--- src/chipmode_pkg.sv ---
package chipmode_pkg;

    // special-function address of the chipmode configuration register
    localparam logic [7:0] CFG_ADDR = 8'hb2;

    // bit positions inside chipmode_config_reg
    localparam int ARM_BIT = 7;
    localparam int COMMIT_BIT = 6;
    localparam int RSV_HI_BIT = 5;
    localparam int RSV_LO_BIT = 3;
    localparam int FWE_BIT = 2;
    localparam int MIRROR_BIT = 1;
    localparam int SWAP_BIT = 0;

    // index of each protected bit in the voted pair
    localparam int FWE_IDX = 1;
    localparam int SWAP_IDX = 0;
    localparam int PROT_BITS = 2;

    // reset values, and the value read from the reserved bits
    localparam logic PROT_RESET = 1'b0;
    localparam logic [7:0] RDATA_IDLE = 8'h00;
    localparam logic [2:0] RSV_READ = 3'h0;

    // delays in instruction cycles, and the width of their counters
    localparam int ARM_LIFE_CYC = 2;
    localparam int SWITCH_DELAY_CYC = 2;
    localparam int RESTORE_DELAY_CYC = 2;
    localparam int CNT_W = 2;

    // address boundaries of the swapped code map and the default data map
    localparam logic [15:0] BOOT_ROM_END = 16'h01ff;
    localparam logic [15:0] EXT_SRAM_END = 16'hf3ff;
    localparam logic [15:0] ONCHIP_RAM_BASE = 16'hf400;

    // chipmode encoding {flash_write_enable, swap}
    typedef enum logic [1:0] {
        CM_NORMAL = 2'h0,
        CM_RAM_EXEC = 2'h1,
        CM_BOOTSTRAP = 2'h2,
        CM_PROGRAMMING = 2'h3
    } chipmode_e;

    typedef enum logic [1:0] {
        CODE_EXT_FLASH,
        CODE_BOOT_ROM,
        CODE_EXT_SRAM,
        CODE_ONCHIP_RAM
    } code_target_e;

    typedef enum logic [1:0] {
        DATA_EXT_SRAM,
        DATA_ONCHIP_RAM,
        DATA_EXT_FLASH
    } data_target_e;

endpackage : chipmode_pkg

--- src/chipmode_map_if.sv ---
interface chipmode_map_if;
    import chipmode_pkg::*;

    logic swap;
    logic ram_map_en;
    logic [15:0] code_addr;
    logic [15:0] data_addr;
    code_target_e code_sel;
    data_target_e data_sel;

    modport ctrl (
        output swap,
        output ram_map_en,
        output code_addr,
        output data_addr,
        input code_sel,
        input data_sel
    );

    modport map (
        input swap,
        input ram_map_en,
        input code_addr,
        input data_addr,
        output code_sel,
        output data_sel
    );

endinterface : chipmode_map_if

--- src/tmr_bit.sv ---
module tmr_bit
    import chipmode_pkg::*;
#(
    parameter logic RESET_VAL = PROT_RESET
) (
    input wire logic clk_i,
    input wire logic reset_n_i,
    input wire logic tick_i,
    input wire logic load_i,
    input wire logic d_i,
    output logic q_o
);

    logic [2:0] latch_q;

    // majority of the three shadow latches
    assign q_o = (latch_q[0] & latch_q[1]) | (latch_q[0] & latch_q[2]) | (latch_q[1] & latch_q[2]);

    always_ff @(posedge clk_i) begin
        if (!reset_n_i) begin
            latch_q <= {3{RESET_VAL}};
        end else if (load_i) begin
            latch_q <= {3{d_i}};
        end else if (tick_i) begin
            latch_q <= {3{q_o}};
        end
    end
endmodule : tmr_bit

--- src/addr_map.sv ---
module addr_map
    import chipmode_pkg::*;
(
    chipmode_map_if.map m
);

    always_comb begin
        if (m.swap) begin
            if (m.code_addr <= BOOT_ROM_END) begin
                m.code_sel = CODE_BOOT_ROM;
            end else if (m.code_addr <= EXT_SRAM_END) begin
                m.code_sel = CODE_EXT_SRAM;
            end else begin
                m.code_sel = CODE_ONCHIP_RAM;
            end
            m.data_sel = DATA_EXT_FLASH;
        end else begin
            m.code_sel = CODE_EXT_FLASH;
            if (m.ram_map_en && (m.data_addr >= ONCHIP_RAM_BASE)) begin
                m.data_sel = DATA_ONCHIP_RAM;
            end else begin
                m.data_sel = DATA_EXT_SRAM;
            end
        end
    end

endmodule : addr_map

--- src/chipmode_select_control.sv ---
// Summary of operation
// config register at B2, five control bits
// write-enable and swap change only by unlock
// reset/powerdown release latches program pin level
// software sets arm with new mode values
// arm bit self-clears after two cycles
// software commits in the very next instruction
// new mode active two cycles after commit
// commit bit write-only, reads zero
// reserved bits ignore writes, read undefined
// flash writes allowed only when enable set
// pin low clears write-enable next cycle
// unsequenced changes ignored, old state kept
// mirror bit shows program pin level
// pin low blocks setting write-enable
// pin high allows unlocked write-enable changes
// swap zero keeps default memory locations
// swap one remaps low code space
// swap one maps top code to RAM
// swap one maps data space to flash
// chipmode encoded by write-enable and swap
// register access blocks interrupt acceptance briefly
// protected bits voted from three latches
// stray or late commit is discarded
// reset or powerdown cancels pending unlock
module chipmode_select_control
    import chipmode_pkg::*;
#(
    parameter int ARM_LIFE = ARM_LIFE_CYC,
    parameter int SWITCH_DELAY = SWITCH_DELAY_CYC,
    parameter int RESTORE_DELAY = RESTORE_DELAY_CYC
) (
    input wire logic clk_i,
    input wire logic reset_n_i,
    input wire logic instr_cycle_i,
    input wire logic [7:0] sfr_addr_i,
    input wire logic sfr_wr_i,
    input wire logic sfr_rd_i,
    input wire logic [7:0] sfr_wdata_i,
    output logic [7:0] sfr_rdata_o,
    input wire logic prog_enable_pin_i,
    input wire logic hw_powerdown_pin_n_i,
    input wire logic onchip_ram_map_enable_i,
    input wire logic [15:0] code_addr_i,
    input wire logic [15:0] data_addr_i,
    output chipmode_e chipmode_o,
    output logic flash_write_allow_o,
    output code_target_e code_sel_o,
    output data_target_e data_sel_o,
    output logic int_block_o
);

    if (ARM_LIFE < 1 || ARM_LIFE > 3 || SWITCH_DELAY < 1 || SWITCH_DELAY > 3
            || RESTORE_DELAY < 1 || RESTORE_DELAY > 3) begin : g_bad_param
        $error("delay parameters must lie in 1..3");
    end

    typedef enum logic [1:0] {
        SW_IDLE,
        SW_ARMED,
        SW_SWITCHING
    } switch_state_e;

    localparam logic [CNT_W-1:0] ARM_CNT = CNT_W'(ARM_LIFE);
    localparam logic [CNT_W-1:0] SWITCH_CNT = CNT_W'(SWITCH_DELAY);
    localparam logic [CNT_W-1:0] RESTORE_CNT = CNT_W'(RESTORE_DELAY);
    localparam logic [CNT_W-1:0] CNT_ONE = CNT_W'(1);
    localparam logic [CNT_W-1:0] CNT_ZERO = CNT_W'(0);

    // pin synchronisers
    logic pin_meta_q;
    logic pin_sync_q;
    logic pd_meta_q;
    logic pd_sync_q;
    logic pd_prev_q;
    logic pd_release;
    logic strap_pending_q;
    logic hw_load;

    always_ff @(posedge clk_i) begin
        pin_meta_q <= prog_enable_pin_i;
        pin_sync_q <= pin_meta_q;
        pd_meta_q <= hw_powerdown_pin_n_i;
        pd_sync_q <= pd_meta_q;
        pd_prev_q <= pd_sync_q;
    end

    assign pd_release = pd_sync_q & ~pd_prev_q;

    // strap captured on the first edge after reset release
    always_ff @(posedge clk_i) begin
        if (!reset_n_i) begin
            strap_pending_q <= 1'b1;
        end else begin
            strap_pending_q <= 1'b0;
        end
    end

    assign hw_load = strap_pending_q | pd_release;

    // register decode
    logic cfg_wr;
    logic cfg_rd;
    logic arm_wr;
    logic commit_wr;

    assign cfg_wr = sfr_wr_i && (sfr_addr_i == CFG_ADDR);
    assign cfg_rd = sfr_rd_i && (sfr_addr_i == CFG_ADDR);
    assign arm_wr = cfg_wr && sfr_wdata_i[ARM_BIT];
    assign commit_wr = cfg_wr && sfr_wdata_i[COMMIT_BIT];

    // unlock sequencer
    switch_state_e state_q;
    logic [CNT_W-1:0] cnt_q;
    logic apply;
    logic arm_expire;

    assign apply = (state_q == SW_SWITCHING) && instr_cycle_i && (cnt_q == CNT_ONE);
    assign arm_expire = (state_q == SW_ARMED) && instr_cycle_i && (cnt_q == CNT_ONE)
                        && !commit_wr && !arm_wr;

    always_ff @(posedge clk_i) begin
        if (!reset_n_i || pd_release) begin
            state_q <= SW_IDLE;
            cnt_q <= CNT_ZERO;
        end else begin
            unique case (state_q)
                SW_IDLE: begin
                    if (arm_wr) begin
                        state_q <= SW_ARMED;
                        cnt_q <= ARM_CNT;
                    end
                end
                SW_ARMED: begin
                    if (commit_wr) begin
                        state_q <= SW_SWITCHING;
                        cnt_q <= SWITCH_CNT;
                    end else if (arm_wr) begin
                        cnt_q <= ARM_CNT;
                    end else if (instr_cycle_i) begin
                        if (cnt_q == CNT_ONE) begin
                            state_q <= SW_IDLE;
                        end
                        cnt_q <= cnt_q - CNT_ONE;
                    end
                end
                SW_SWITCHING: begin
                    if (instr_cycle_i) begin
                        if (cnt_q == CNT_ONE) begin
                            state_q <= SW_IDLE;
                        end
                        cnt_q <= cnt_q - CNT_ONE;
                    end
                end
                default: begin
                    state_q <= SW_IDLE;
                    cnt_q <= CNT_ZERO;
                end
            endcase
        end
    end

    // protected bits, voted
    logic [PROT_BITS-1:0] act_load;
    logic [PROT_BITS-1:0] act_d;
    logic [PROT_BITS-1:0] act_q;

    // staged values visible to software until applied or restored
    logic stage_fwe_q;
    logic stage_swap_q;
    logic [CNT_W-1:0] restore_cnt_q;
    logic restore_now;

    assign restore_now = (instr_cycle_i && (state_q == SW_IDLE) && (restore_cnt_q == CNT_ONE))
                         || arm_expire;

    always_ff @(posedge clk_i) begin
        if (!reset_n_i) begin
            stage_fwe_q <= PROT_RESET;
            stage_swap_q <= PROT_RESET;
            restore_cnt_q <= CNT_ZERO;
        end else if (hw_load) begin
            stage_fwe_q <= pin_sync_q;
            stage_swap_q <= act_q[SWAP_IDX];
            restore_cnt_q <= CNT_ZERO;
        end else if (commit_wr && (state_q != SW_SWITCHING)) begin
            // commit byte carries no mode bits, keep staged swap, keep staged write-enable only while pin high
            stage_fwe_q <= stage_fwe_q & pin_sync_q;
        end else if (cfg_wr && (state_q != SW_SWITCHING)) begin
            stage_fwe_q <= sfr_wdata_i[FWE_BIT] & pin_sync_q;
            stage_swap_q <= sfr_wdata_i[SWAP_BIT];
            restore_cnt_q <= RESTORE_CNT;
        end else if (restore_now) begin
            stage_fwe_q <= act_q[FWE_IDX];
            stage_swap_q <= act_q[SWAP_IDX];
            restore_cnt_q <= CNT_ZERO;
        end else begin
            if (instr_cycle_i && !pin_sync_q) begin
                stage_fwe_q <= 1'b0;
            end
            if (instr_cycle_i && (restore_cnt_q != CNT_ZERO)) begin
                restore_cnt_q <= restore_cnt_q - CNT_ONE;
            end
        end
    end

    always_comb begin
        act_load[FWE_IDX] = hw_load || apply || (instr_cycle_i && !pin_sync_q && act_q[FWE_IDX]);
        if (hw_load) begin
            act_d[FWE_IDX] = pin_sync_q;
        end else if (apply) begin
            act_d[FWE_IDX] = stage_fwe_q & pin_sync_q;
        end else begin
            act_d[FWE_IDX] = 1'b0;
        end
        act_load[SWAP_IDX] = apply && !hw_load;
        act_d[SWAP_IDX] = stage_swap_q;
    end

    for (genvar i = 0; i < PROT_BITS; i++) begin : g_prot
        tmr_bit #(
            .RESET_VAL(PROT_RESET)
        ) u_tmr (
            .clk_i(clk_i),
            .reset_n_i(reset_n_i),
            .tick_i(instr_cycle_i),
            .load_i(act_load[i]),
            .d_i(act_d[i]),
            .q_o(act_q[i])
        );
    end

    // address remapping
    chipmode_map_if map_bus ();

    assign map_bus.swap = act_q[SWAP_IDX];
    assign map_bus.ram_map_en = onchip_ram_map_enable_i;
    assign map_bus.code_addr = code_addr_i;
    assign map_bus.data_addr = data_addr_i;

    addr_map u_map (
        .m(map_bus.map)
    );

    always_ff @(posedge clk_i) begin
        if (!reset_n_i) begin
            chipmode_o <= CM_NORMAL;
            flash_write_allow_o <= 1'b0;
            code_sel_o <= CODE_EXT_FLASH;
            data_sel_o <= DATA_EXT_SRAM;
        end else begin
            chipmode_o <= chipmode_e'({act_q[FWE_IDX], act_q[SWAP_IDX]});
            flash_write_allow_o <= act_q[FWE_IDX];
            code_sel_o <= map_bus.code_sel;
            data_sel_o <= map_bus.data_sel;
        end
    end

    // interrupt blocking
    logic access_q;

    always_ff @(posedge clk_i) begin
        if (!reset_n_i) begin
            access_q <= 1'b0;
        end else if (cfg_wr || cfg_rd) begin
            access_q <= 1'b1;
        end else if (instr_cycle_i) begin
            access_q <= 1'b0;
        end
    end

    always_ff @(posedge clk_i) begin
        if (!reset_n_i) begin
            int_block_o <= 1'b0;
        end else begin
            int_block_o <= (state_q != SW_IDLE) || access_q || cfg_wr || cfg_rd;
        end
    end

    // read port
    always_ff @(posedge clk_i) begin
        if (!reset_n_i) begin
            sfr_rdata_o <= RDATA_IDLE;
        end else if (cfg_rd) begin
            sfr_rdata_o[ARM_BIT] <= (state_q == SW_ARMED);
            sfr_rdata_o[COMMIT_BIT] <= 1'b0;
            sfr_rdata_o[RSV_HI_BIT:RSV_LO_BIT] <= RSV_READ;
            sfr_rdata_o[FWE_BIT] <= stage_fwe_q;
            sfr_rdata_o[MIRROR_BIT] <= pin_sync_q;
            sfr_rdata_o[SWAP_BIT] <= stage_swap_q;
        end else begin
            sfr_rdata_o <= RDATA_IDLE;
        end
    end
endmodule : chipmode_select_control

--- config.mk ---
export PLATFORM = sky130hd
export DESIGN_NAME = chipmode_select_control
export DESIGN_NICKNAME = d
export VERILOG_FILES = /design/src/chipmode_pkg.sv /design/src/chipmode_map_if.sv /design/src/tmr_bit.sv /design/src/addr_map.sv /design/src/chipmode_select_control.sv
export SDC_FILE = /design/constraint.sdc
export NUM_CORES = 1
export LEC_CHECK = 0
export BUFFER_PORTS_ARGS = -buffer_cell sky130_fd_sc_hd__buf_4
export CAP_MARGIN = 40
export CORE_MARGIN = 2
export CORE_UTILIZATION = 47
export DETAILED_ROUTE_END_ITERATION = 10
export HOLD_SLACK_MARGIN = 0.1
export PLACE_DENSITY = 0.91
export SYNTH_ARGS = -nofsm -noshare
export SYNTH_HDL_FRONTEND = slang
export SYNTH_SLANG_ARGS = --single-unit
--- constraint.sdc ---
create_clock -name clk_i -period 4.28 [get_ports clk_i]
set_clock_uncertainty 0.2 [all_clocks]
set_input_delay 1.07 -clock clk_i [delete_from_list [all_inputs] [get_ports clk_i]]
set_output_delay 1.07 -clock clk_i [all_outputs]
set_load 0.02 [all_outputs]
# Word-level counts from Yosys, hierarchy flattened
# Index checks and enable logic that the tools add are counted.
[word_totals]
mem_count = 0
elab_cells = 140
ramBits = 0
latchBits = 0
out_inout_bits = 16
rom_bits = 0
register_bits = 37
[op_classes]
n_lt_le_gt_ge = 3
multipliers = 0
n_eq_ne = 9
bitwise_logic = 18
n_addsub = 2
shift = 0
muxes = 36
div_mod_pow = 0
n_reduce_logical = 49
[ops]
columns = ["operator", "count"]
rows = [
  ["2-bit 2-to-1 mux", 13],
  ["1-bit logical AND", 19],
  ["1-bit 2-to-1 mux", 17],
  ["16-bit greater-or-equal comparator, second input constant", 1],
  ["16-bit less-or-equal comparator, second input constant", 1],
  ["16-bit by 9-bit less-or-equal comparator with 1-bit output, second input constant", 1],
  ["3-bit 2-to-1 mux", 4],
  ["2-bit one-hot mux with 3 select lines", 2],
  ["2-bit AND reduction", 5],
  ["2-bit nonzero test", 5],
  ["1-bit bitwise AND", 9],
  ["8-bit == test, second input constant", 1],
  ["1-bit logical OR", 8],
  ["2-bit by 1-bit == test with 1-bit output, second input constant", 3],
  ["2-bit inequality test, second input constant", 3],
  ["3-bit nonzero test", 2],
  ["1-bit logical NOT", 5],
  ["1-bit bitwise OR", 5],
  ["5-bit nonzero test", 1],
  ["1-bit inverter", 4],
  ["2-bit OR reduction", 2],
  ["2-bit by 1-bit subtractor with 2-bit output, second input constant", 2],
  ["3-bit inequality test, second input constant", 1],
  ["3-bit OR reduction", 1],
  ["other kinds (2)", 2],
]

# Depth between registers and ports, before layout
[depth]
ltp_word = 11
ltp_mapped = 7
depth_no_buf = 7

# Hierarchy
# Synthesis repeated with hierarchy kept, for this count alone.
[unflattened]
cells_unflattened = 152
hier_area_um2 = 1361.3
[modules_own_cells]
columns = ["mod", "area_per_inst_um2", "cells_each", "instances", "seq_area_each_um2"]
rows = [
  ["chipmode_select_control", 1214.9, 135, 1, 520.5],
  ["addr_map", 73.8, 11, 1, 0.0],
  ["tmr_bit", 36.3, 3, 2, 20.0],
]

# Least setup slack after synthesis
# Ideal clock, no wire load.
[synth_timing]
kind = "input port to flip-flop"
from = "in sfr_addr_i[0]"
to = "reg restore_cnt_q[1]"
setup_ns = 0.103
t_arrival_ns = 2.596
path_stages = 5
setup_slack_ns = 1.381
path_buffers = 0
path_cell_list = "or4b_4 nor4b_4 mux2i_1 nor2_1 a2111oi_2"
[synth_via]
elab_chain_len = 9
word_cells_on_any_way = 16
cone_classes = "eq/ne: 1; mux: 2; bitwise: 1; reduce/logical: 12"
[synth_lines]
columns = ["element", "line_no", "source"]
rows = [
  ["start, declared", "chipmode_select_control.sv:36", "input wire logic [7:0] sfr_addr_i,"],
  ["8-bit == test (*)", "chipmode_select_control.sv:107", "assign cfg_wr = sfr_wr_i && (sfr_addr_i == CFG_ADDR);"],
  ["1-bit logical AND (*)", "chipmode_select_control.sv:107", ""],
  ["1-bit logical AND", "chipmode_select_control.sv:110", "assign commit_wr = cfg_wr && sfr_wdata_i[COMMIT_BIT];"],
  ["1-bit logical NOT", "chipmode_select_control.sv:120", "&& !commit_wr && !arm_wr;"],
  ["1-bit logical AND (2 in a row)", "chipmode_select_control.sv:120", ""],
  ["1-bit logical OR", "chipmode_select_control.sv:175", "|| arm_expire;"],
  ["3-bit nonzero test (no line) or 2-bit 2-to-1 mux (tied branches)", "-", ""],
  ["2-bit AND reduction (no line) or 2-bit 2-to-1 mux (tied branches)", "-", ""],
  ["end signal, assigned", "chipmode_select_control.sv:202", "restore_cnt_q <= restore_cnt_q - CNT_ONE;"],
  ["end, declared", "chipmode_select_control.sv:171", "logic [CNT_W-1:0] restore_cnt_q;"],
]
# Every way passes the cells marked *; elsewhere a longest branch is shown, timed or not.
# A chain may end at the register's enable or synchronous reset.

# Worst setup path in the final report
# Ends and elaborated chain as after synthesis.

==> results.sh <==
export IMPL_slew_violations=0
export IMPL_tightestPinTransition_ps=560
export IMPL_synth_edf_count=0
export IMPL_cts_buffer_depth=2
export IMPL_synth_ff_type="dfxtp_1"
export IMPL_regToRegEndpoint="restore_cnt_q[1]"
export IMPL_synth_distinct_cells=51
export IMPL_hp_class="register to register"
export IMPL_rsz0062_at_grt="no"
export IMPL_post_cts_buffers=0
export IMPL_critPathKind="input port to register"
export IMPL_p_per_area_mw_per_mm2=259
export IMPL_final_hold_viol_count=0
export IMPL_pwr_share_clk_pct=26.7
export IMPL_critPathLaunch="sfr_addr_i[0]"
export IMPL_clk_pin_slew_ps=150
export IMPL_p_sw_share_pct=25.2
export IMPL_reg2reg_slack_ps=2060
export IMPL_syn_area_sq_mm=0.00132
export IMPL_drt_pass1_iter_count=4
export IMPL_end_kind="register"
export IMPL_core_area_sq_mm=0.00271
export IMPL_diodes=0
export IMPL_setup_viol=0
export IMPL_drt_initial_drc_count=43
export IMPL_status="finished clean"
export IMPL_clock_latency_ps=340
export IMPL_relSlewSlack_pct=62.5
export IMPL_area_delta_synth_final_pct=25.9
export IMPL_fin_crit_sh_pct=66.4
export IMPL_portBuffers=44
export IMPL_top_level_ports=72
export IMPL_crit_arrival_ps=2890
export IMPL_ctsResizeCount=0
export IMPL_leakagePower_nw=0.700
export IMPL_grt_first_pass_wirelength_um=5200
export IMPL_antenna_left=0
export IMPL_viasPerCell=5.70
export IMPL_avgSynthCellArea_sq_um=9.17
export IMPL_p_switching_uw=108
export IMPL_critPathLaunchType="input port"
export IMPL_crit_end="restore_cnt_q[1]"
export IMPL_fin_setup_tns_ps=0
export IMPL_fmax_mhz=352
export IMPL_grt_start_max_net_pins=16
export IMPL_clock_sinks=27
export IMPL_dieHeight_um=57.0
export IMPL_synth_top_cell_area_share_pct=40.9
export IMPL_fillCellCount=247
export IMPL_track_usage_pct=20.1
export IMPL_cts_root_buf="clkbuf_4"
export IMPL_drive_gt1_share_pct=32.1
export IMPL_antenna_found_initial=0
export IMPL_cts_tree="built"
export IMPL_syn_inst=144
export IMPL_internal_power_uw=322
export IMPL_die_w_um=57.0
export IMPL_post_drt_wl_per_cell_um=14.4
export IMPL_grt_ovfl_total=0
export IMPL_ys_async_sr_fraction_pct=0
export IMPL_r2r_start="state_q[0]"
export IMPL_die_area_sq_mm=0.00325
export IMPL_r2r_cells=5
export IMPL_maxCapViolations=0
export IMPL_start_util_pct=48.7
export IMPL_dp_hpwl_um=2470
export IMPL_drc_errors=0
export IMPL_num_vias=1225
export IMPL_gp_congestion=0.856
export IMPL_ir_drop_v=0.000199
export IMPL_postCtsHoldBufs=0
export IMPL_ys_seq_elements=27
export IMPL_pwr_share_seq_pct=60.5
export IMPL_hold_ws_ps=146
export IMPL_cts_buffers=3
export IMPL_synth_area_leader_cell="dfxtp_1"
export IMPL_nets=244
export IMPL_p_total_uw=430
export IMPL_yosysSeqAreaShare_pct=40.9
export IMPL_synth_area_leaders="dfxtp_1, buf_4, nor2_1"
export IMPL_yosysWarnings=0
export IMPL_rows=19
export IMPL_drt_total_wl_um=3100
export IMPL_crit_required_ps=4330
export IMPL_fin_crit_ps=2840
export IMPL_p_comb_share_pct=12.8
export IMPL_cp_max_fo=8
export IMPL_htree_levels=1
export IMPL_grt_pass1_vias=1189
[state kept, by name, summed over array words and instances (netlist names), 2 cells and up, named ones only]
name / cells
sfr_rdata_o: 4
chipmode_o: 2
cnt_q: 2
code_sel_o: 2
restore_cnt_q: 2
state_q: 2
[power groups by stage]
stage	clock [mW]	sequential, mW	combinational [mW]
floorplan	0	0.265	0.0271
global placement	0	0.265	0.0519
detailed placement	0	0.265	0.0548
CTS	0.117	0.260	0.0547
global route	0.127	0.261	0.0595
finish	0.115	0.260	0.0550
[per-layer routing]
metal,global-route usage [%],share of wire [%],vias to the layer above
met2,35.0,54,25
met4,8.31,1.5,0
met5,0,0,-
met1,24.5,41,607
li1,-,-,588
met3,3.40,3.6,5
[kinds of logic after synthesis]
group | Yosys count | synth area share [%]
AO/OA/AOI/OAI | 32 | 17.9
adder cells (fa/ha/maj) | 3 | 2.84
XOR/XNOR | 1 | 0.664
other | 1 | 0.284
AND/OR/NAND/NOR | 54 | 25.5
buffers and inverters | 21 | 7.87
flip-flops | 27 | 40.9
multiplexers | 5 | 3.98
[through the flow]
stage | cells | setup slack [ps] | instance area (sq um) | util [%]
after detailed placement | 211 | 1060 | 1630 | 60.3
after global placement | 211 | 1150 | 1630 | 60.3
final | 215 | 1440 | 1660 | 61.3
after floorplan | 147 | 1380 | 1330 | -
after CTS | 215 | 1410 | 1660 | 61.3
after global routing | 215 | 1320 | 1660 | 61.3
[how the worst min path moves through the flow]
| stage | end | slack (ps) | start | cells after the start |
|---|---|---|---|---|
| 2_1_floorplan | pd_sync_q | 110 | pd_meta_q | 0 |
| 3_3_place_gp | pin_sync_q | 110 | pin_meta_q | 0 |
| 3_5_place_dp | pin_sync_q | 110 | pin_meta_q | 0 |
| 4_1_cts | pin_sync_q | 150 | pin_meta_q | 0 |
| 5_1_grt | pin_sync_q | 160 | pin_meta_q | 0 |
| 6_report | pin_sync_q | 150 | pin_meta_q | 0 |
[layout make-up]
cell class / count / area, sq um / area share [%]
Multi-Input combinational cell: 99 / 687 / 41.3
Clock inverter: 1 / 5.00 / 0.301
Clock buffer: 3 / 22.5 / 1.36
Tap cell: 31 / 38.8 / 2.33
Sequential cell: 27 / 541 / 32.5
Timing Repair Buffer: 44 / 330 / 19.9
Inverter: 10 / 37.5 / 2.26
[placed cells by master, fill, tap and decap left out, types with 2 or more instances in the layout]
| cell | instances |
|---|---|
| conb_1 | 4 |
| mux2_2 | 2 |
| a31oi_1 | 2 |
| a21oi_1 | 8 |
| nand3_1 | 5 |
| clkbuf_4 | 3 |
| and2_1 | 4 |
| nand4b_1 | 2 |
| nand2_1 | 8 |
| o211ai_1 | 2 |
| o21ai_0 | 4 |
| dfxtp_1 | 27 |
| nor2b_1 | 3 |
| nor2_1 | 11 |
| ha_1 | 3 |
| mux2i_1 | 3 |
| inv_1 | 9 |
| nand2b_1 | 5 |
| nor3_1 | 4 |
| buf_4 | 44 |
[critical path, cell delays in order]
cell	delay, ps
buf_4	120
or4b_4	550
nor4b_4	510
mux2i_1	250
nor2_1	70
a2111oi_2	310
[synthesized netlist by cell type, types with 2 or more instances]
library cell  count
a21oi_1           8
a31oi_1           2
and2_1            4
buf_2             2
buf_4             6
clkbuf_1          3
dfxtp_1          27
ha_1              3
inv_1             9
mux2_2            2
mux2i_1           3
nand2_1           8
nand2b_1          5
nand3_1           5
nand4b_1          2
nor2_1           11
nor2b_1           3
nor3_1            4
o211ai_1          2
o21ai_0           4
Power figures use the tool's default switching activity.
